===== src/flash_cmd_consts.svh =====
`ifndef FLASH_CMD_CONSTS_SVH
`define FLASH_CMD_CONSTS_SVH
// Byte offsets of the AXI4-Lite register map
`define OFF_TIMEBASE_DIV   8'h00
`define OFF_CMD_INDEX      8'h04
`define OFF_STATUS         8'h08
`define OFF_PROTECT_CFG    8'h0c
`define OFF_CMD_WINDOW     8'h10
`define OFF_IRQ_MASK       8'h14
`define OFF_VERSION        8'h18
// Status register bit positions
`define ST_COMPLETE        7
`define ST_ACCESS_ERROR_FLAG          5
`define ST_PVIOL           4
// Interrupt status bit positions (same layout in mask)
`define IRQ_DONE           0
`define IRQ_ACCESS_ERROR_FLAG         1
`define IRQ_PVIOL          2
// Protection window
`define PROT_ENABLE_BIT    7
`define PROT_BASE_ADDR     18'h04400
`define PROT_STEP_SHIFT    8
// Timebase divider
`define DIV_LOADED_BIT     7
`define DIV_WIDTH          7
// Command object
`define CMD_WORDS          6
`define CMD_IDX_W          3
// Version word
`define VERSION_ADDR       18'h040b6
`define VERSION_NUM        4'h1
// Memory controller response: command codes treated as program/erase
`define CMD_CODE_LSB       8
`define CMD_CODE_W         8
`define CMD_PGM_LO         8'h06
`define CMD_PGM_HI         8'h12
// Command execution time, ns, and derived cycle count at 50 MHz
`define CLK_PERIOD_NS      20
`define CMD_EXEC_NS        200
`define CMD_EXEC_CYC       ((`CMD_EXEC_NS + `CLK_PERIOD_NS - 1) / `CLK_PERIOD_NS)
`endif


===== src/flash_cmd_pkg.sv =====
`default_nettype none
package flash_cmd_pkg;
    typedef enum logic [1:0] {
        SEQ_IDLE,
        SEQ_CHECK,
        SEQ_EXEC,
        SEQ_DONE
    } seq_state_t;
    typedef logic [15:0] cmd_word_t;
endpackage
`default_nettype wire


===== src/cmd_obj_if.sv =====
`default_nettype none
interface cmd_obj_if;
    logic                   wrEn;
    logic [2:0]             wrIdx;
    logic [1:0]             wrByteEn;
    flash_cmd_pkg::cmd_word_t wrData;
    logic [2:0]             rdIdx;
    flash_cmd_pkg::cmd_word_t rdData;
    flash_cmd_pkg::cmd_word_t word0;
    flash_cmd_pkg::cmd_word_t word1;
    modport ctrl (output wrEn, output wrIdx, output wrByteEn, output wrData,
                  output rdIdx, input rdData, input word0, input word1);
    modport mem  (input wrEn, input wrIdx, input wrByteEn, input wrData,
                  input rdIdx, output rdData, output word0, output word1);
endinterface
`default_nettype wire


===== src/cmd_obj_mem.sv =====
`include "flash_cmd_consts.svh"
`default_nettype none
module cmd_obj_mem (
    input  wire logic clk,
    input  wire logic rst,
    input  wire logic ce,
    cmd_obj_if.mem    port
);
    flash_cmd_pkg::cmd_word_t words [`CMD_WORDS];
    flash_cmd_pkg::cmd_word_t rdData_r;

    // Six 16-bit words, each half written on its own lane
    genvar g;
    generate
        for (g = 0; g < `CMD_WORDS; g++) begin : gWord
            always_ff @(posedge clk or posedge rst) begin
                if (rst) begin
                    words[g] <= 16'h0000;
                end else if (ce && port.wrEn && port.wrIdx == 3'(g)) begin
                    if (port.wrByteEn[0]) begin
                        words[g][7:0] <= port.wrData[7:0];
                    end
                    if (port.wrByteEn[1]) begin
                        words[g][15:8] <= port.wrData[15:8];
                    end
                end
            end
        end
    endgenerate

    always_ff @(posedge clk or posedge rst) begin
        if (rst) begin
            rdData_r <= 16'h0000;
        end else if (ce) begin
            rdData_r <= (port.rdIdx < 3'(`CMD_WORDS)) ? words[port.rdIdx] : 16'h0000;
        end
    end

    assign port.rdData = rdData_r;
    assign port.word0  = words[0];
    assign port.word1  = words[1];
endmodule // cmd_obj_mem
`default_nettype wire


===== src/flash_command_protect_ctrl.sv =====
// Operation
// One enable bit turns data-flash program/erase protection on or off.
// Size field protects base upward, (size+1)*256 bytes.
// Command object is six 16-bit words chosen by the index register.
// Command window allows byte writes to either half and word accesses.
// Writing 1 to complete flag clears it and launches the command.
// Object handed over; flag stays 0 until done, then returns to 1.
// While flag is 0, new launches and command window writes are ignored.
// Any divider write sets loaded flag; flag reads 0 from reset. Code sets the flag only on divider writes with wStrb_r[0] high.
// Program/erase without divider loaded does not run; access error set.
// Software loads divider for about 1 MHz timebase after each reset.
// Software avoids program/erase with bus clock below 0.8 MHz.
// Software clears error flags and checks completion before launch.
// Software avoids flash register writes while a command runs.
// Every valid command entered by the sequence is launched.
// Version word at fixed address; low nibble holds the version number.
// Enable bit high enables protection, low disables it.
// Program/erase into protected window does not run; violation flag set.
`include "flash_cmd_consts.svh"
`default_nettype none
module flash_command_protect_ctrl (
    input  wire logic        clk,
    input  wire logic        rst,
    input  wire logic        ce,
    input  wire logic [7:0]  awaddr,
    input  wire logic        awvalid,
    output logic             awready,
    input  wire logic [31:0] wdata,
    input  wire logic [3:0]  wstrb,
    input  wire logic        wvalid,
    output logic             wready,
    output logic [1:0]       bresp,
    output logic             bvalid,
    input  wire logic        bready,
    input  wire logic [7:0]  araddr,
    input  wire logic        arvalid,
    output logic             arready,
    output logic [31:0]      rdata,
    output logic [1:0]       rresp,
    output logic             rvalid,
    input  wire logic        rready,
    output logic             irq
);
    cmd_obj_if cobj ();

    cmd_obj_mem uMem (
        .clk  (clk),
        .rst  (rst),
        .ce   (ce),
        .port (cobj)
    );

    // Write and read channel capture
    logic                     awHeld_r;
    logic [7:0]               awAddr_r;
    logic                     wHeld_r;
    logic [31:0]              wData_r;
    logic [3:0]               wStrb_r;
    logic                     bvalid_r;
    logic                     arHeld_r;
    logic [7:0]               arAddr_r;
    logic                     rvalid_r;
    logic [31:0]              rdata_r;
    logic [1:0]               rresp_r;
    logic [1:0]               bresp_r;
    logic                     rdPend_r;

    // Block state
    logic [`DIV_WIDTH-1:0]    divider_r;
    logic                     divLoaded_r;
    logic [2:0]               cmdIndex_r;
    logic                     complete_r;
    logic                     access_error_flag_r;
    logic                     protViol_r;
    logic                     protEnable_r;
    logic [3:0]               protSize_r;
    logic [2:0]               irqStat_r;
    logic [2:0]               irqMask_r;
    logic [7:0]               execCnt_r;
    flash_cmd_pkg::seq_state_t state_r;

    logic                     doWrite;
    logic                     wrDiv;
    logic                     wrIdx;
    logic                     wrStat;
    logic                     wrProt;
    logic                     wrWin;
    logic                     wrMask;
    logic                     launch;
    logic                     isPgmErase;
    logic [17:0]              targetAddr;
    logic [17:0]              protTop;
    logic                     inProt;
    logic                     setDone;
    logic                     setAcc;
    logic                     setViol;

    assign awready = ce && !awHeld_r && !bvalid_r;
    assign wready  = ce && !wHeld_r && !bvalid_r;
    assign arready = ce && !arHeld_r && !rdPend_r && !rvalid_r;
    assign doWrite = ce && awHeld_r && wHeld_r && !bvalid_r;

    always_ff @(posedge clk or posedge rst) begin
        if (rst) begin
            awHeld_r <= 1'b0;
            awAddr_r <= 8'h00;
            wHeld_r  <= 1'b0;
            wData_r  <= 32'h00000000;
            wStrb_r  <= 4'h0;
        end else if (ce) begin
            if (awvalid && awready) begin
                awHeld_r <= 1'b1;
                awAddr_r <= awaddr;
            end else if (doWrite) begin
                awHeld_r <= 1'b0;
            end
            if (wvalid && wready) begin
                wHeld_r <= 1'b1;
                wData_r <= wdata;
                wStrb_r <= wstrb;
            end else if (doWrite) begin
                wHeld_r <= 1'b0;
            end
        end
    end

    always_ff @(posedge clk or posedge rst) begin
        if (rst) begin
            bvalid_r <= 1'b0;
            bresp_r  <= 2'b00;
        end else if (ce) begin
            if (doWrite) begin
                bvalid_r <= 1'b1;
                bresp_r  <= (awAddr_r[7:2] > `OFF_VERSION >> 2) ? 2'b10 : 2'b00;
            end else if (bready) begin
                bvalid_r <= 1'b0;
            end
        end
    end

    // Register write decode; unmapped offsets answer SLVERR
    assign wrDiv  = doWrite && awAddr_r[7:2] == 6'(`OFF_TIMEBASE_DIV >> 2) && wStrb_r[0];
    assign wrIdx  = doWrite && awAddr_r[7:2] == 6'(`OFF_CMD_INDEX >> 2) && wStrb_r[0];
    assign wrStat = doWrite && awAddr_r[7:2] == 6'(`OFF_STATUS >> 2) && wStrb_r[0];
    assign wrProt = doWrite && awAddr_r[7:2] == 6'(`OFF_PROTECT_CFG >> 2) && wStrb_r[0];
    assign wrWin  = doWrite && awAddr_r[7:2] == 6'(`OFF_CMD_WINDOW >> 2);
    assign wrMask = doWrite && awAddr_r[7:2] == 6'(`OFF_IRQ_MASK >> 2) && wStrb_r[0];

    always_ff @(posedge clk or posedge rst) begin
        if (rst) begin
            divider_r   <= '0;
            divLoaded_r <= 1'b0;
        end else if (ce && wrDiv) begin
            divider_r   <= wData_r[`DIV_WIDTH-1:0];
            divLoaded_r <= 1'b1;
        end
    end

    always_ff @(posedge clk or posedge rst) begin
        if (rst) begin
            cmdIndex_r   <= 3'h0;
            protEnable_r <= 1'b0;
            protSize_r   <= 4'h0;
            irqMask_r    <= 3'h0;
        end else if (ce) begin
            if (wrIdx) begin
                cmdIndex_r <= wData_r[2:0];
            end
            if (wrProt) begin
                protEnable_r <= wData_r[`PROT_ENABLE_BIT];
                protSize_r   <= wData_r[3:0];
            end
            if (wrMask) begin
                irqMask_r <= wData_r[2:0];
            end
        end
    end

    // Window writes dropped while a command runs
    assign cobj.wrEn     = wrWin && complete_r && (|wStrb_r[1:0]);
    assign cobj.wrIdx    = cmdIndex_r;
    assign cobj.wrByteEn = wStrb_r[1:0];
    assign cobj.wrData   = wData_r[15:0];
    assign cobj.rdIdx    = cmdIndex_r;

    // Launch only from idle with completion set
    assign launch = wrStat && wData_r[`ST_COMPLETE] && complete_r
                    && state_r == flash_cmd_pkg::SEQ_IDLE;

    assign isPgmErase = cobj.word0[`CMD_CODE_LSB +: `CMD_CODE_W] >= `CMD_PGM_LO
                     && cobj.word0[`CMD_CODE_LSB +: `CMD_CODE_W] <= `CMD_PGM_HI;
    assign targetAddr = {cobj.word0[1:0], cobj.word1};
    assign protTop    = `PROT_BASE_ADDR + ({14'h0000, protSize_r} + 18'h00001 << `PROT_STEP_SHIFT);
    assign inProt     = protEnable_r && targetAddr >= `PROT_BASE_ADDR && targetAddr < protTop;

    always_ff @(posedge clk or posedge rst) begin
        if (rst) begin
            state_r   <= flash_cmd_pkg::SEQ_IDLE;
            execCnt_r <= 8'h00;
        end else if (ce) begin
            unique case (state_r)
                flash_cmd_pkg::SEQ_IDLE: begin
                    if (launch) begin
                        state_r <= flash_cmd_pkg::SEQ_CHECK;
                    end
                end
                flash_cmd_pkg::SEQ_CHECK: begin
                    if (isPgmErase && (!divLoaded_r || inProt)) begin
                        state_r <= flash_cmd_pkg::SEQ_DONE;
                    end else begin
                        state_r   <= flash_cmd_pkg::SEQ_EXEC;
                        execCnt_r <= 8'(`CMD_EXEC_CYC - 1);
                    end
                end
                flash_cmd_pkg::SEQ_EXEC: begin
                    if (execCnt_r == 8'h00) begin
                        state_r <= flash_cmd_pkg::SEQ_DONE;
                    end else begin
                        execCnt_r <= execCnt_r - 8'h01;
                    end
                end
                flash_cmd_pkg::SEQ_DONE: begin
                    state_r <= flash_cmd_pkg::SEQ_IDLE;
                end
            endcase
        end
    end

    assign setDone = ce && state_r == flash_cmd_pkg::SEQ_DONE;
    assign setAcc  = ce && state_r == flash_cmd_pkg::SEQ_CHECK && isPgmErase && !divLoaded_r;
    assign setViol = ce && state_r == flash_cmd_pkg::SEQ_CHECK && isPgmErase && divLoaded_r
                     && inProt;

    // Error flags: hardware set wins over a write-one clear
    always_ff @(posedge clk or posedge rst) begin
        if (rst) begin
            complete_r <= 1'b1;
            access_error_flag_r   <= 1'b0;
            protViol_r <= 1'b0;
        end else if (ce) begin
            if (launch) begin
                complete_r <= 1'b0;
            end else if (setDone) begin
                complete_r <= 1'b1;
            end
            if (setAcc) begin
                access_error_flag_r <= 1'b1;
            end else if (wrStat && wData_r[`ST_ACCESS_ERROR_FLAG]) begin
                access_error_flag_r <= 1'b0;
            end
            if (setViol) begin
                protViol_r <= 1'b1;
            end else if (wrStat && wData_r[`ST_PVIOL]) begin
                protViol_r <= 1'b0;
            end
        end
    end

    always_ff @(posedge clk or posedge rst) begin
        if (rst) begin
            irqStat_r <= 3'h0;
        end else if (ce) begin
            for (int i = 0; i < 3; i++) begin
                if ((i == `IRQ_DONE && setDone) || (i == `IRQ_ACCESS_ERROR_FLAG && setAcc)
                    || (i == `IRQ_PVIOL && setViol)) begin
                    irqStat_r[i] <= 1'b1;
                end else if (wrMask == 1'b0 && doWrite
                             && awAddr_r[7:2] == 6'(`OFF_VERSION >> 2) && wData_r[i]) begin
                    irqStat_r[i] <= 1'b0;
                end
            end
        end
    end
    assign irq = |(irqStat_r & irqMask_r);

    // Read path; window data comes one cycle late from the memory register
    always_ff @(posedge clk or posedge rst) begin
        if (rst) begin
            arHeld_r <= 1'b0;
            arAddr_r <= 8'h00;
            rdPend_r <= 1'b0;
            rvalid_r <= 1'b0;
            rdata_r  <= 32'h00000000;
            rresp_r  <= 2'b00;
        end else if (ce) begin
            if (arvalid && arready) begin
                arHeld_r <= 1'b1;
                arAddr_r <= araddr;
            end else if (arHeld_r) begin
                arHeld_r <= 1'b0;
                rdPend_r <= 1'b1;
            end else if (rdPend_r) begin
                rdPend_r <= 1'b0;
                rvalid_r <= 1'b1;
                rresp_r  <= 2'b00;
                unique case (arAddr_r[7:2])
                    6'(`OFF_TIMEBASE_DIV >> 2): rdata_r <= {24'h0, divLoaded_r, divider_r};
                    6'(`OFF_CMD_INDEX >> 2):    rdata_r <= {29'h0, cmdIndex_r};
                    6'(`OFF_STATUS >> 2):       rdata_r <= {24'h0, complete_r, 1'b0, access_error_flag_r,
                                                             protViol_r, 4'h0};
                    6'(`OFF_PROTECT_CFG >> 2):  rdata_r <= {24'h0, protEnable_r, 3'h0, protSize_r};
                    6'(`OFF_CMD_WINDOW >> 2):   rdata_r <= {16'h0, cobj.rdData};
                    6'(`OFF_IRQ_MASK >> 2):     rdata_r <= {29'h0, irqMask_r};
                    6'(`OFF_VERSION >> 2):      rdata_r <= {28'h0, `VERSION_NUM};
                    default: begin
                        rdata_r <= 32'h00000000;
                        rresp_r <= 2'b10;
                    end
                endcase
            end else if (rvalid_r && rready) begin
                rvalid_r <= 1'b0;
            end
        end
    end

    assign bvalid = bvalid_r;
    assign bresp  = bresp_r;
    assign rvalid = rvalid_r;
    assign rdata  = rdata_r;
    assign rresp  = rresp_r;

    launch_clears_a: assert property (@(posedge clk) disable iff (rst)
        launch |=> !complete_r) else $error("launch did not clear flag");
    busy_holds_a: assert property (@(posedge clk) disable iff (rst)
        launch |=> !complete_r [*2]) else $error("flag returned too early");
    done_within_a: assert property (@(posedge clk) disable iff (rst)
        (launch && ce) |-> ##[2:40] complete_r) else $error("command never completed");
    window_locked_a: assert property (@(posedge clk) disable iff (rst)
        !complete_r |-> !cobj.wrEn) else $error("window written while busy");
    div_flag_a: assert property (@(posedge clk) disable iff (rst)
        wrDiv |=> divLoaded_r) else $error("divider flag not set");
    no_div_err_a: assert property (@(posedge clk) disable iff (rst)
        (ce && state_r == flash_cmd_pkg::SEQ_CHECK && isPgmErase && !divLoaded_r)
        |=> access_error_flag_r && state_r == flash_cmd_pkg::SEQ_DONE)
        else $error("missed access error");
    prot_viol_a: assert property (@(posedge clk) disable iff (rst)
        setViol |=> protViol_r && state_r != flash_cmd_pkg::SEQ_EXEC)
        else $error("protected run");
    prot_off_a: assert property (@(posedge clk) disable iff (rst)
        (ce && state_r == flash_cmd_pkg::SEQ_CHECK && isPgmErase && divLoaded_r && !protEnable_r)
        |=> state_r == flash_cmd_pkg::SEQ_EXEC) else $error("protection active while off");
    irq_level_a: assert property (@(posedge clk) disable iff (rst)
        setDone && irqMask_r[`IRQ_DONE] |=> irq) else $error("done interrupt not raised");
    cmd_run_c: cover property (@(posedge clk) disable iff (rst)
        state_r == flash_cmd_pkg::SEQ_EXEC ##[1:20] setDone);
    acc_err_c: cover property (@(posedge clk) disable iff (rst) setAcc);
    viol_c: cover property (@(posedge clk) disable iff (rst) setViol);
    frozen_c: cover property (@(posedge clk) disable iff (rst)
        !ce && state_r == flash_cmd_pkg::SEQ_EXEC);
endmodule // flash_command_protect_ctrl
`default_nettype wire


===== config.mk =====
export PLATFORM = sky130hd
export DESIGN_NAME = flash_command_protect_ctrl
export DESIGN_NICKNAME = d
export VERILOG_FILES = /design/src/flash_cmd_pkg.sv /design/src/cmd_obj_if.sv /design/src/cmd_obj_mem.sv /design/src/flash_command_protect_ctrl.sv
export VERILOG_INCLUDE_DIRS = /design/src
export SDC_FILE = /design/constraint.sdc
export NUM_CORES = 1
export LEC_CHECK = 0
export BUFFER_PORTS_ARGS = -buffer_cell sky130_fd_sc_hd__buf_2
export CAP_MARGIN = 20
export CORE_ASPECT_RATIO = 0.7
export CORE_MARGIN = 2
export CORE_UTILIZATION = 59
export DETAILED_ROUTE_END_ITERATION = 16
export PLACE_DENSITY = 0.8
export SLEW_MARGIN = 5
export SYNTH_ARGS = -nofsm -noshare
export SYNTH_HDL_FRONTEND = slang
export SYNTH_SLANG_ARGS = --single-unit
export TNS_END_PERCENT = 30

===== constraint.sdc =====
create_clock -name clk -period 8.88 [get_ports clk]
set_clock_uncertainty 0.05 [all_clocks]
set_input_delay 2.664 -clock clk [delete_from_list [all_inputs] [get_ports clk]]
set_output_delay 2.664 -clock clk [all_outputs]
set_load 0.1 [all_outputs]

* After elaboration in Yosys (flattened, before gate mapping)
Cells that the tools add are included.
** Word-level totals
- Flip-flop bits (word level) :: 223
- Input port bits :: 60
- Output and inout bits :: 42
- Word-level logic and storage cells :: 229
** Cells by class
- Add/sub/neg operators :: 3
- Order comparisons :: 7
- Eq/ne operators :: 24
- Multiplexer cells :: 35
- Bitwise operators :: 5
- Reductions and logical operators :: 115
** Operators with widths (number)
- case mux 16 bit (7 select lines) :: 1
- AND reduction 2 bit :: 29
- logical AND 1 bit :: 55
- binary-select mux 16 bit (select 3 bit) :: 1
- 2-to-1 mux 16 bit :: 3
- equality test 6 x 3 -> 1 bit, second input constant :: 6
- equality test 6 x 2 -> 1 bit, second input constant :: 4
- 2-to-1 mux 1 bit :: 22
- nonzero test 2 bit :: 11
- greater-or-equal comparator 18 x 15 -> 1 bit, second input constant :: 1
- < comparator 18 x 16 -> 1 bit :: 1
- adder 15 x 13 -> 16 bit, first input constant :: 1
- 2-to-1 mux 8 bit :: 2
- case mux 8 bit (2 select lines) :: 1
- equality test 6 x 1 -> 1 bit, second input constant :: 2
- zero test 6 bit :: 2
- AND reduction 4 bit :: 3
- greater-or-equal comparator 8 x 3 -> 1 bit, second input constant :: 1
- <= comparator 8 x 5 -> 1 bit, second input constant :: 1
- zero test 8 bit :: 1
- 2-to-1 mux 2 bit :: 4
- inequality test 2 bit, second input constant :: 4
- case mux 2 bit (4 select lines) :: 1
- subtractor 8 x 1 -> 8 bit, second input constant :: 1
- 20 further kinds :: 31

* Logic depth before layout (Yosys ltp)
Gate-level depths: netlist of run 1.
- Depth after elaboration :: 11
- Gate-level depth with buffers :: 10
- Gate-level depth less buffers :: 10

* Modules after synthesis
From an unflattened synthesis of run 1, not the netlist that was laid out.
** Unflattened totals
- Cells, all modules :: 748
- Area total of the unflattened synthesis :: 9641.7 µm²
** By module, submodules not included
- cmd_obj_mem :: instances 1, cells an instance 358, area an instance 5154.9 µm², seq. area each 2802.7 µm²
- flash_command_protect_ctrl :: instances 1, cells an instance 390, area an instance 4486.8 µm², seq. area each 2228.4 µm²

* Worst setup path before layout of run 1
No wires, ideal clock.
- Path type :: input to output
- Start :: input ce
- End :: output arready
- Arrival time :: 5139 ps
- Data required time :: 6166 ps
- Slack :: 1027 ps
- Cell stages on the path :: 2
- Path buffers :: 0
- Cell sequence :: nor2b_1 > nor3b_1
** Between the ends
- Cells in the longest elaborated chain, start to end :: 3
** Ends and longest elaborated chain
- start: declaration :: line flash_command_protect_ctrl.sv:24 : input wire logic ce,
- logical AND 1 bit (3 in series) :: line flash_command_protect_ctrl.sv:100 : assign arready = ce && !arHeld_r && !rdPend_r && !rvalid_r;
- end: declaration :: line flash_command_protect_ctrl.sv:37 : output logic arready,
Every way passes these cells.

* Final worst setup path of run 1
Same ends and word-level chain as after synthesis.

==> metrics.yaml, run 1 <==
clocking:
  cts_tree: "done"
  cts_buffers: 20
  cts_buffer_depth: 3
  cts-resized-gates: 0
  h-tree-depth: 1
  clk_latency_ns: 0.50
  clkTransAtPathRegs_ns: 0.06
  cts_sinks: 201
  cts-hold-fix-buffers: 0
  postCtsSetupBuffers: 0
  ctsRootBufferMaster: "clkbuf_16"
global_routing:
  antenna_found_initial: 0
  gr-total-overflow: 0
  first_global_vias: 6669
  grt_pass1_wl_um: 35870
  grt.total_usage_pct: 26.93
  grt_max_degree: 129
critical_path:
  r2r_setup_slack_ns: 5.64
  crit_chain: "buf_2 -> buf_4 -> nor2b_1 -> nor3b_1 -> buf_2"
  startpoint_type: "input port"
  ff2ff_path_depth: 10
  cp-end-kind: "output pin"
  cp.required_ns: 6.17
  crit_family: "buffers and inverters"
  slowest_stage: "buf_2"
  crit_cells: 5
  cp_max_fo: 39
  worstReg2RegEnd: "execCnt_r[0]"
  slowest_delay_ns: 0.49
  cp_common_cell: "buf_2"
  path_class: "in2out"
  r2r-start: "protSize_r[0]"
  path_buf_inv: 3
  worstPathArrival_ns: 4.23
job:
  maxCapViolations: 0
timing:
  fmax_ghz: 0.1439
  final_max_slew_viol_count: 0
  min_period_over_period_pct: 78.24
  period_needed_ns: 6.948
  worstMarginPinSlew_ns: 0.9803
  grt_setup_unrepaired: "false"
  relSlewSlack_pct: 34.53
  hold_viol: 0
  setup_viol: 0
  tns_ns: 0
power_and_ir_drop:
  p_leak_nw: 5.056
  ir_worst_vdd_v: 0.0001845
  power_switching_share_pct: 37.74
  p_seq_share_pct: 44.1
  p_switching_mw: 1.123
  clkPwrFrac_pct: 27.3
  finalPower_mw: 2.976
  p_int_mw: 1.853
  power_density_nw_per_um2: 283.4
  combPwrFrac_pct: 28.5
logic_synthesis:
  synthFlopType: "dfrtp_1"
  synth_cell_types: 67
  synthArstFlopShare_pct: 100.0
  ys_seq_elements: 201
  yosys_warnings: 0
  synthCells: 769
  synth_edf_count: 0
  yosysSeqAreaShare_pct: 53.00
  synth_area_sq_um: 9493
  syn_avg_cell_area_sq_um: 12.34
layout:
  drive_above_1_share_pct: 33.57
  fin_nets: 892
  num-fill-cells: 1090
  insertedDiodeCount: 0
  area_growth_pct: 10.64
die:
  die_area_sq_um: 17140
  die_h_um: 110.1
  io_pins: 102
  coreArea_sq_um: 15600
  die_w_um: 155.6
  rows: 38
  initial_core_util_pct: 60.87
routing:
  drt-initial-drc-count: 501
  drt_wl_total_um: 22180
  viasPerCell: 6.248
  vias: 6442
  drc_errors: 0
  postRouteAntennaNets: 0
  dr.pass1.iters: 6
  wl_per_cell_um: 21.51
outcome:
  status: "complete, no violations"
placed_design:
  gp_congestion: 0.8614
  place_hpwl_um: 14720
  io_buffers: 61
hold_path:
  worstHoldPathCells: 2
  hp-start: "rdata[0]"
  min_path_type: "reg2reg"
  hold_path_end: "rdata[0]"
[metrics by stage]
| stage | hold WS [ns] | cell area [sq um] | std cells | setup slack, ns | utilization (%) |
|---|---|---|---|---|---|
| 3_3_place_gp | 0.4124 | 9877 | 997 | 2.060 | 63.33 |
| 5_1_grt | 0.4531 | 10500 | 1031 | 1.817 | 67.35 |
| 2_1_floorplan | 0.3953 | 9557 | 786 | 0.6853 | - |
| 3_5_place_dp | 0.4155 | 9877 | 997 | 1.947 | 63.33 |
| 4_1_cts | 0.4289 | 10500 | 1031 | 1.933 | 67.35 |
| 6_report | 0.4251 | 10500 | 1031 | 1.932 | 67.35 |
[placed cells by master (no fill, tap or decap), types with 3 or more instances in the layout]
master     synthesis  layout
nand2_2            6       6
o221ai_1           5       5
a21o_1             4       4
nor2_1            27      27
mux2i_1           22      22
and3_1             4       4
conb_1             2      19
clkbuf_16          0      21
o22a_1             6       6
nand3_1           14      14
o21a_1             6       6
clkbuf_1          22       7
o21ai_0           16      16
and2_1             5       5
a31o_2             4       4
o22ai_1           27      27
a211oi_1           5       4
a21boi_0          10      10
a22o_1            13      13
a31oi_1            3       3
inv_1             29      28
mux2_2           151     151
nand2b_1           3       3
a22oi_1           13      13
clkbuf_8           0       5
a211o_1            3       3
buf_2             12      61
nor3_1             4       4
a32oi_1            6       6
dfrtp_1          200     200
nand2_1           41      41
buf_4             18       6
nor2b_1            7       7
nand3_2            4       4
ha_1              13      13
a21oi_1           17      17
[final cells by class]
type / count / area, sq um / share of cell area, %
sequential: 201 / 5031 / 47.90
multi-input combinational: 499 / 4125 / 39.28
clock buffer: 33 / 620.6 / 5.909
timing repair buffer: 67 / 350.3 / 3.336
tap: 200 / 250.2 / 2.383
inverter: 30 / 120.1 / 1.144
clock inverter: 1 / 5.005 / 0.04765
[routing by layer]
layer | GRT usage, % | share of wire, %
met1 | 38.28 | 46
met2 | 43.49 | 45
met3 | 5.551 | 7.0
met4 | 6.029 | 1.4
met5 | 0 | 0
[logic make-up after synthesis]
| kind of cell | synth area share [%] |
|---|---|
| XOR/XNOR | 0.2768 |
| buffers and inverters | 4.270 |
| flip-flops | 53.00 |
| other | 0.07911 |
| AO/OA/AOI/OAI | 11.66 |
| multiplexers | 20.71 |
| AND/OR/NAND/NOR | 8.291 |
| adder cells (fa/ha/maj) | 1.713 |
[tightest hold or removal path, cell delays in order (launching register included)]
cell and delay, ns:
dfrtp_1 0.34, nand2_1 0.04, o21ai_0 0.06
[sequential cells by signal (all words and copies together), names as in the netlist, 4 cells and up]
| name | count |
|---|---|
| uMem.words | 64 |
| rdata | 16 |
| uMem.port.rdData | 16 |
| uMem.port.word0 | 16 |
| uMem.port.word1 | 16 |
| wData_r | 16 |
| execCnt_r | 8 |
| divider_r | 7 |
| arAddr_r | 6 |
| awAddr_r | 6 |
| protSize_r | 4 |
[power groups by stage]
stage          combinational, mW  clock (mW)  sequential (mW)
3_3_place_gp               0.800           0             1.30
3_5_place_dp               0.835           0             1.32
5_1_grt                    0.917       0.856             1.34
2_1_floorplan              0.637           0             1.28
4_1_cts                    0.841       0.826             1.31
6_report                   0.849       0.813             1.31
[cell usage after synthesis, drive strengths merged, types with 6 or more instances]
cell type  count  area [sq um]
nor2b          7         43.79
buf           34         210.2
o21a           6         45.04
dfrtp        200          5005
a211oi         6         57.56
o21ai         16         80.08
ha            13         162.7
nand3         19         127.6
o22ai         27         168.9
mux2i         22         220.2
nand2         47         191.4
mux2         151          1700
clkbuf        22         82.58
a22o          13         113.9
inv           29         108.9
o22a           6         52.55
a22oi         13         97.59
nor2          27         101.4
a21boi        10         75.07
a32oi          6         52.55
a21oi         18         93.84
[worst max-delay path by stage]
| stage | from | end | slack (ns) |
|---|---|---|---|
| after CTS | ce | arready | 1.93 |
| after global routing | ce | arready | 1.82 |
| final | ce | arready | 1.93 |
| after floorplan | rst | access_error_flag_r | 0.69 |
| after detailed placement | ce | arready | 1.95 |
| after global placement | ce | arready | 2.06 |
Note: power is estimated with default switching activity, not from simulation.
==> run 2, diff against run 1 <==
--- a/config.mk
+++ b/config.mk
@@ -10,9 +10,9 @@
 export CAP_MARGIN = 20
 export CORE_ASPECT_RATIO = 0.7
 export CORE_MARGIN = 2
-export CORE_UTILIZATION = 59
+export CORE_UTILIZATION = 53
 export DETAILED_ROUTE_END_ITERATION = 16
-export PLACE_DENSITY = 0.8
+export PLACE_DENSITY = 0.76
 export SLEW_MARGIN = 5
 export SYNTH_ARGS = -nofsm -noshare
 export SYNTH_HDL_FRONTEND = slang
==> constraint.sdc (replaced) <==
create_clock -name clk -period 6.2 [get_ports clk]
set_clock_uncertainty 0.05 [all_clocks]
set_input_delay 1.86 -clock clk [delete_from_list [all_inputs] [get_ports clk]]
set_output_delay 1.86 -clock clk [all_outputs]
set_load 0.1 [all_outputs]
==> run 2 against run 1 <==
  * Register-to-register slack worse by 2.6 ns
  * First-iteration DRC count is 8.2% lower
  * Critical endpoint unchanged
  * Combinational power is 39% higher
  * Non-clock buffer count is 1 higher
  * Sequential cell count stayed put
  * Worst setup slack worse by 0.92 ns
  * Clock power is 40% higher
  * Critical path depth is 1 lower
==> metrics.yaml, run 2 (synthesis results as in run 1) <==
routing:
  drt-initial-drc-count: 460  # was 501
  vias: 6245  # was 6442
  drc_errors: 0  # unchanged
  drt_wl_total_um: 21120  # was 22180 um
  viasPerCell: 5.886  # was 6.248
  postRouteAntennaNets: 0  # unchanged
  wl_per_cell_um: 19.91  # was 21.51 um
  dr.pass1.iters: 5  # was 6
hold_path:
  min_path_type: "reg2reg"  # unchanged
layout:
  finish.utilization_pct: 60.64  # was 67.35%
  max_flop_register: "uMem.words"  # unchanged
  final_cell_mix: "200 x dfrtp_1, 151 x mux2_2, 61 x buf_2, 41 x nand2_1, 28 x inv_1"  # unchanged
  register_area_sq_um: 5031  # unchanged
  layoutNonFillerInstCount: 1061  # was 1031
  num-fill-cells: 1374  # was 1090
  final_common_cell: "dfrtp_1"  # unchanged
  fin_nets: 893  # was 892
  insertedDiodeCount: 0  # unchanged
  fin_area_sq_um: 10530  # was 10500 sq um
  largest_reg_flops: 64  # unchanged
  area_growth_pct: 10.94  # was 10.64%
  drive_above_1_share_pct: 33.61  # was 33.57%
  multi_input_area_sq_um: 4120  # was 4125 sq um
global_routing:
  grt_max_degree: 202  # was 129
  antenna_found_initial: 0  # unchanged
  grt.total_usage_pct: 23.00  # was 26.93%
  first_global_vias: 6120  # was 6669
  grt_pass1_wl_um: 33690  # was 35870 um
  gr-total-overflow: 0  # unchanged
timing:
  relSlewSlack_pct: 25.46  # was 34.53%
  hold_viol: 0  # unchanged
  worstMarginPinSlew_ns: 1.118  # was 0.9803 ns
  fmax_ghz: 0.1928
  final_max_slew_viol_count: 0  # unchanged
  tns_ns: 0  # unchanged
  setup_viol: 0  # unchanged
  grt_setup_unrepaired: "false"  # unchanged
  worst_slack_ns: 1.013  # was 1.932 ns
  min_period_over_period_pct: 83.67
  period_needed_ns: 5.187
die:
  die_w_um: 164.0  # was 155.6 um
  coreArea_sq_um: 17370  # was 15600 sq um
  io_pins: 102  # unchanged
  die_h_um: 116.0  # was 110.1 um
  rows: 40  # was 38
  initial_core_util_pct: 54.66  # was 60.87%
  die_area_sq_um: 19010  # was 17140 sq um
placed_design:
  place_hpwl_um: 14090  # was 14720 um
  io_buffers: 61  # unchanged
  dp_cells: 1029  # was 997
  dp_slack_ns: 1.049  # was 1.947 ns
  gp_congestion: 0.8546  # was 0.8614
  dpl_cell_area_sq_um: 9927  # was 9877 sq um
critical_path:
  cp.required_ns: 4.29  # was 6.17 ns
  cp_common_cell: "buf_2"  # unchanged
  startpoint_type: "input port"  # unchanged
  crit_chain: "buf_2 -> nor2b_1 -> nor3b_1 -> buf_2"  # was buf_2 -> buf_4 -> nor2b_1 -> nor3b_1 -> buf_2
  path_buf_inv: 2  # was 3
  slowest_delay_ns: 0.47  # was 0.49 ns
  path_class: "in2out"  # unchanged
  cp-end-kind: "output pin"  # unchanged
  worstPathArrival_ns: 3.28  # was 4.23 ns
  cp_max_fo: 20  # was 39
  slowest_stage: "buf_2"  # unchanged
  crit_family: "buffers and inverters"  # unchanged
clocking:
  h-tree-depth: 1  # unchanged
  clkTransAtPathRegs_ns: 0.06  # about the same
  cts-hold-fix-buffers: 0  # unchanged
  cts_buffer_depth: 3  # unchanged
  ctsRootBufferMaster: "clkbuf_16"  # unchanged
  cts_buffers: 20  # unchanged
  cts_tree: "done"  # unchanged
  postCtsSetupBuffers: 0  # unchanged
  cts_sinks: 201  # unchanged
  clk_latency_ns: 0.50  # about the same
  cts-resized-gates: 0  # unchanged
power_and_ir_drop:
  power_density_nw_per_um2: 398.6  # was 283.4 nW/um^2
  ir_worst_vdd_v: 0.0004084  # was 0.0001845 V
  p_leak_nw: 5.051  # was 5.056 nW
job:
  maxCapViolations: 0  # unchanged
outcome:
  status: "complete, no violations"  # unchanged
-- run 2: cell count changes in the layout (fill, tap and decap cells not counted) --
cell and change:
clkbuf_8 -2, clkbuf_1 -2, clkinvlp_4 +1, inv_8 -1
inv_6 +1, a211oi_2 -1, clkinv_2 +1, a211oi_1 +1
buf_12 +1
-- run 2: area by class of cell --
type                       count  share of cell area (%)
clock buffer                  29                   5.560
clock inverter                 3                  0.1782
inverter                      30                   1.105
multi-input combinational    499                   39.12
sequential                   201                   47.77
tap                          231                   2.744
timing repair buffer          68                   3.517
-- run 2: stage by stage --
step                hold WS (ns)  power [mW]
floorplan                 0.3953       2.747
global placement          0.4096       3.038
detailed placement        0.4157       3.067
CTS                       0.4293       4.216
global route              0.4505       4.426
finish                    0.4203       4.198
-- run 2: worst register-to-register path, stage by stage (launching register included) --
cell	delay [ns]
dfrtp_1	0.44
ha_1	0.26
xor2_1	0.18
ha_1	0.22
xor2_1	0.18
ha_1	0.19
a211oi_1	0.19
nand3_1	0.18
o31ai_2	0.62
a21oi_2	0.24
mux2_2	0.31
-- run 2: path summary, 6_finish.rpt --
| check | start | to | slack, ns | cells past startpoint |
|---|---|---|---|---|
| max in group asynchronous | rst | uMem.words[19] | 3.67 | 3 |
| hold reg to reg | rdata[6] | rdata[6] | 0.42 | 2 |
| setup reg to reg | protSize_r[0] | execCnt_r[0] | 3.03 | 10 |
| setup / recovery | ce | arready | 1.01 | 4 |
| min in group asynchronous | rst | execCnt_r[1] | 1.55 | 3 |
| hold / removal | rdata[6] | rdata[6] | 0.42 | 2 |
-- run 2: routing by layer --
layer | track usage (%) | vias up | routed length, um
li1 | - | 2882 | -
met1 | 35.26 | 3135 | 10440
met2 | 33.81 | 199 | 8911
met3 | 5.369 | 29 | 1439
met4 | 4.094 | 0 | 327
met5 | 0 | - | 0
-- run 2: power breakdown --
part           switching, mW  leakage (nW)  internal [mW]
Clock                  0.486         0.299          0.652
Combinational          0.741          2.06          0.438
Sequential             0.345          2.69           1.54
Total                   1.57          5.05           2.63
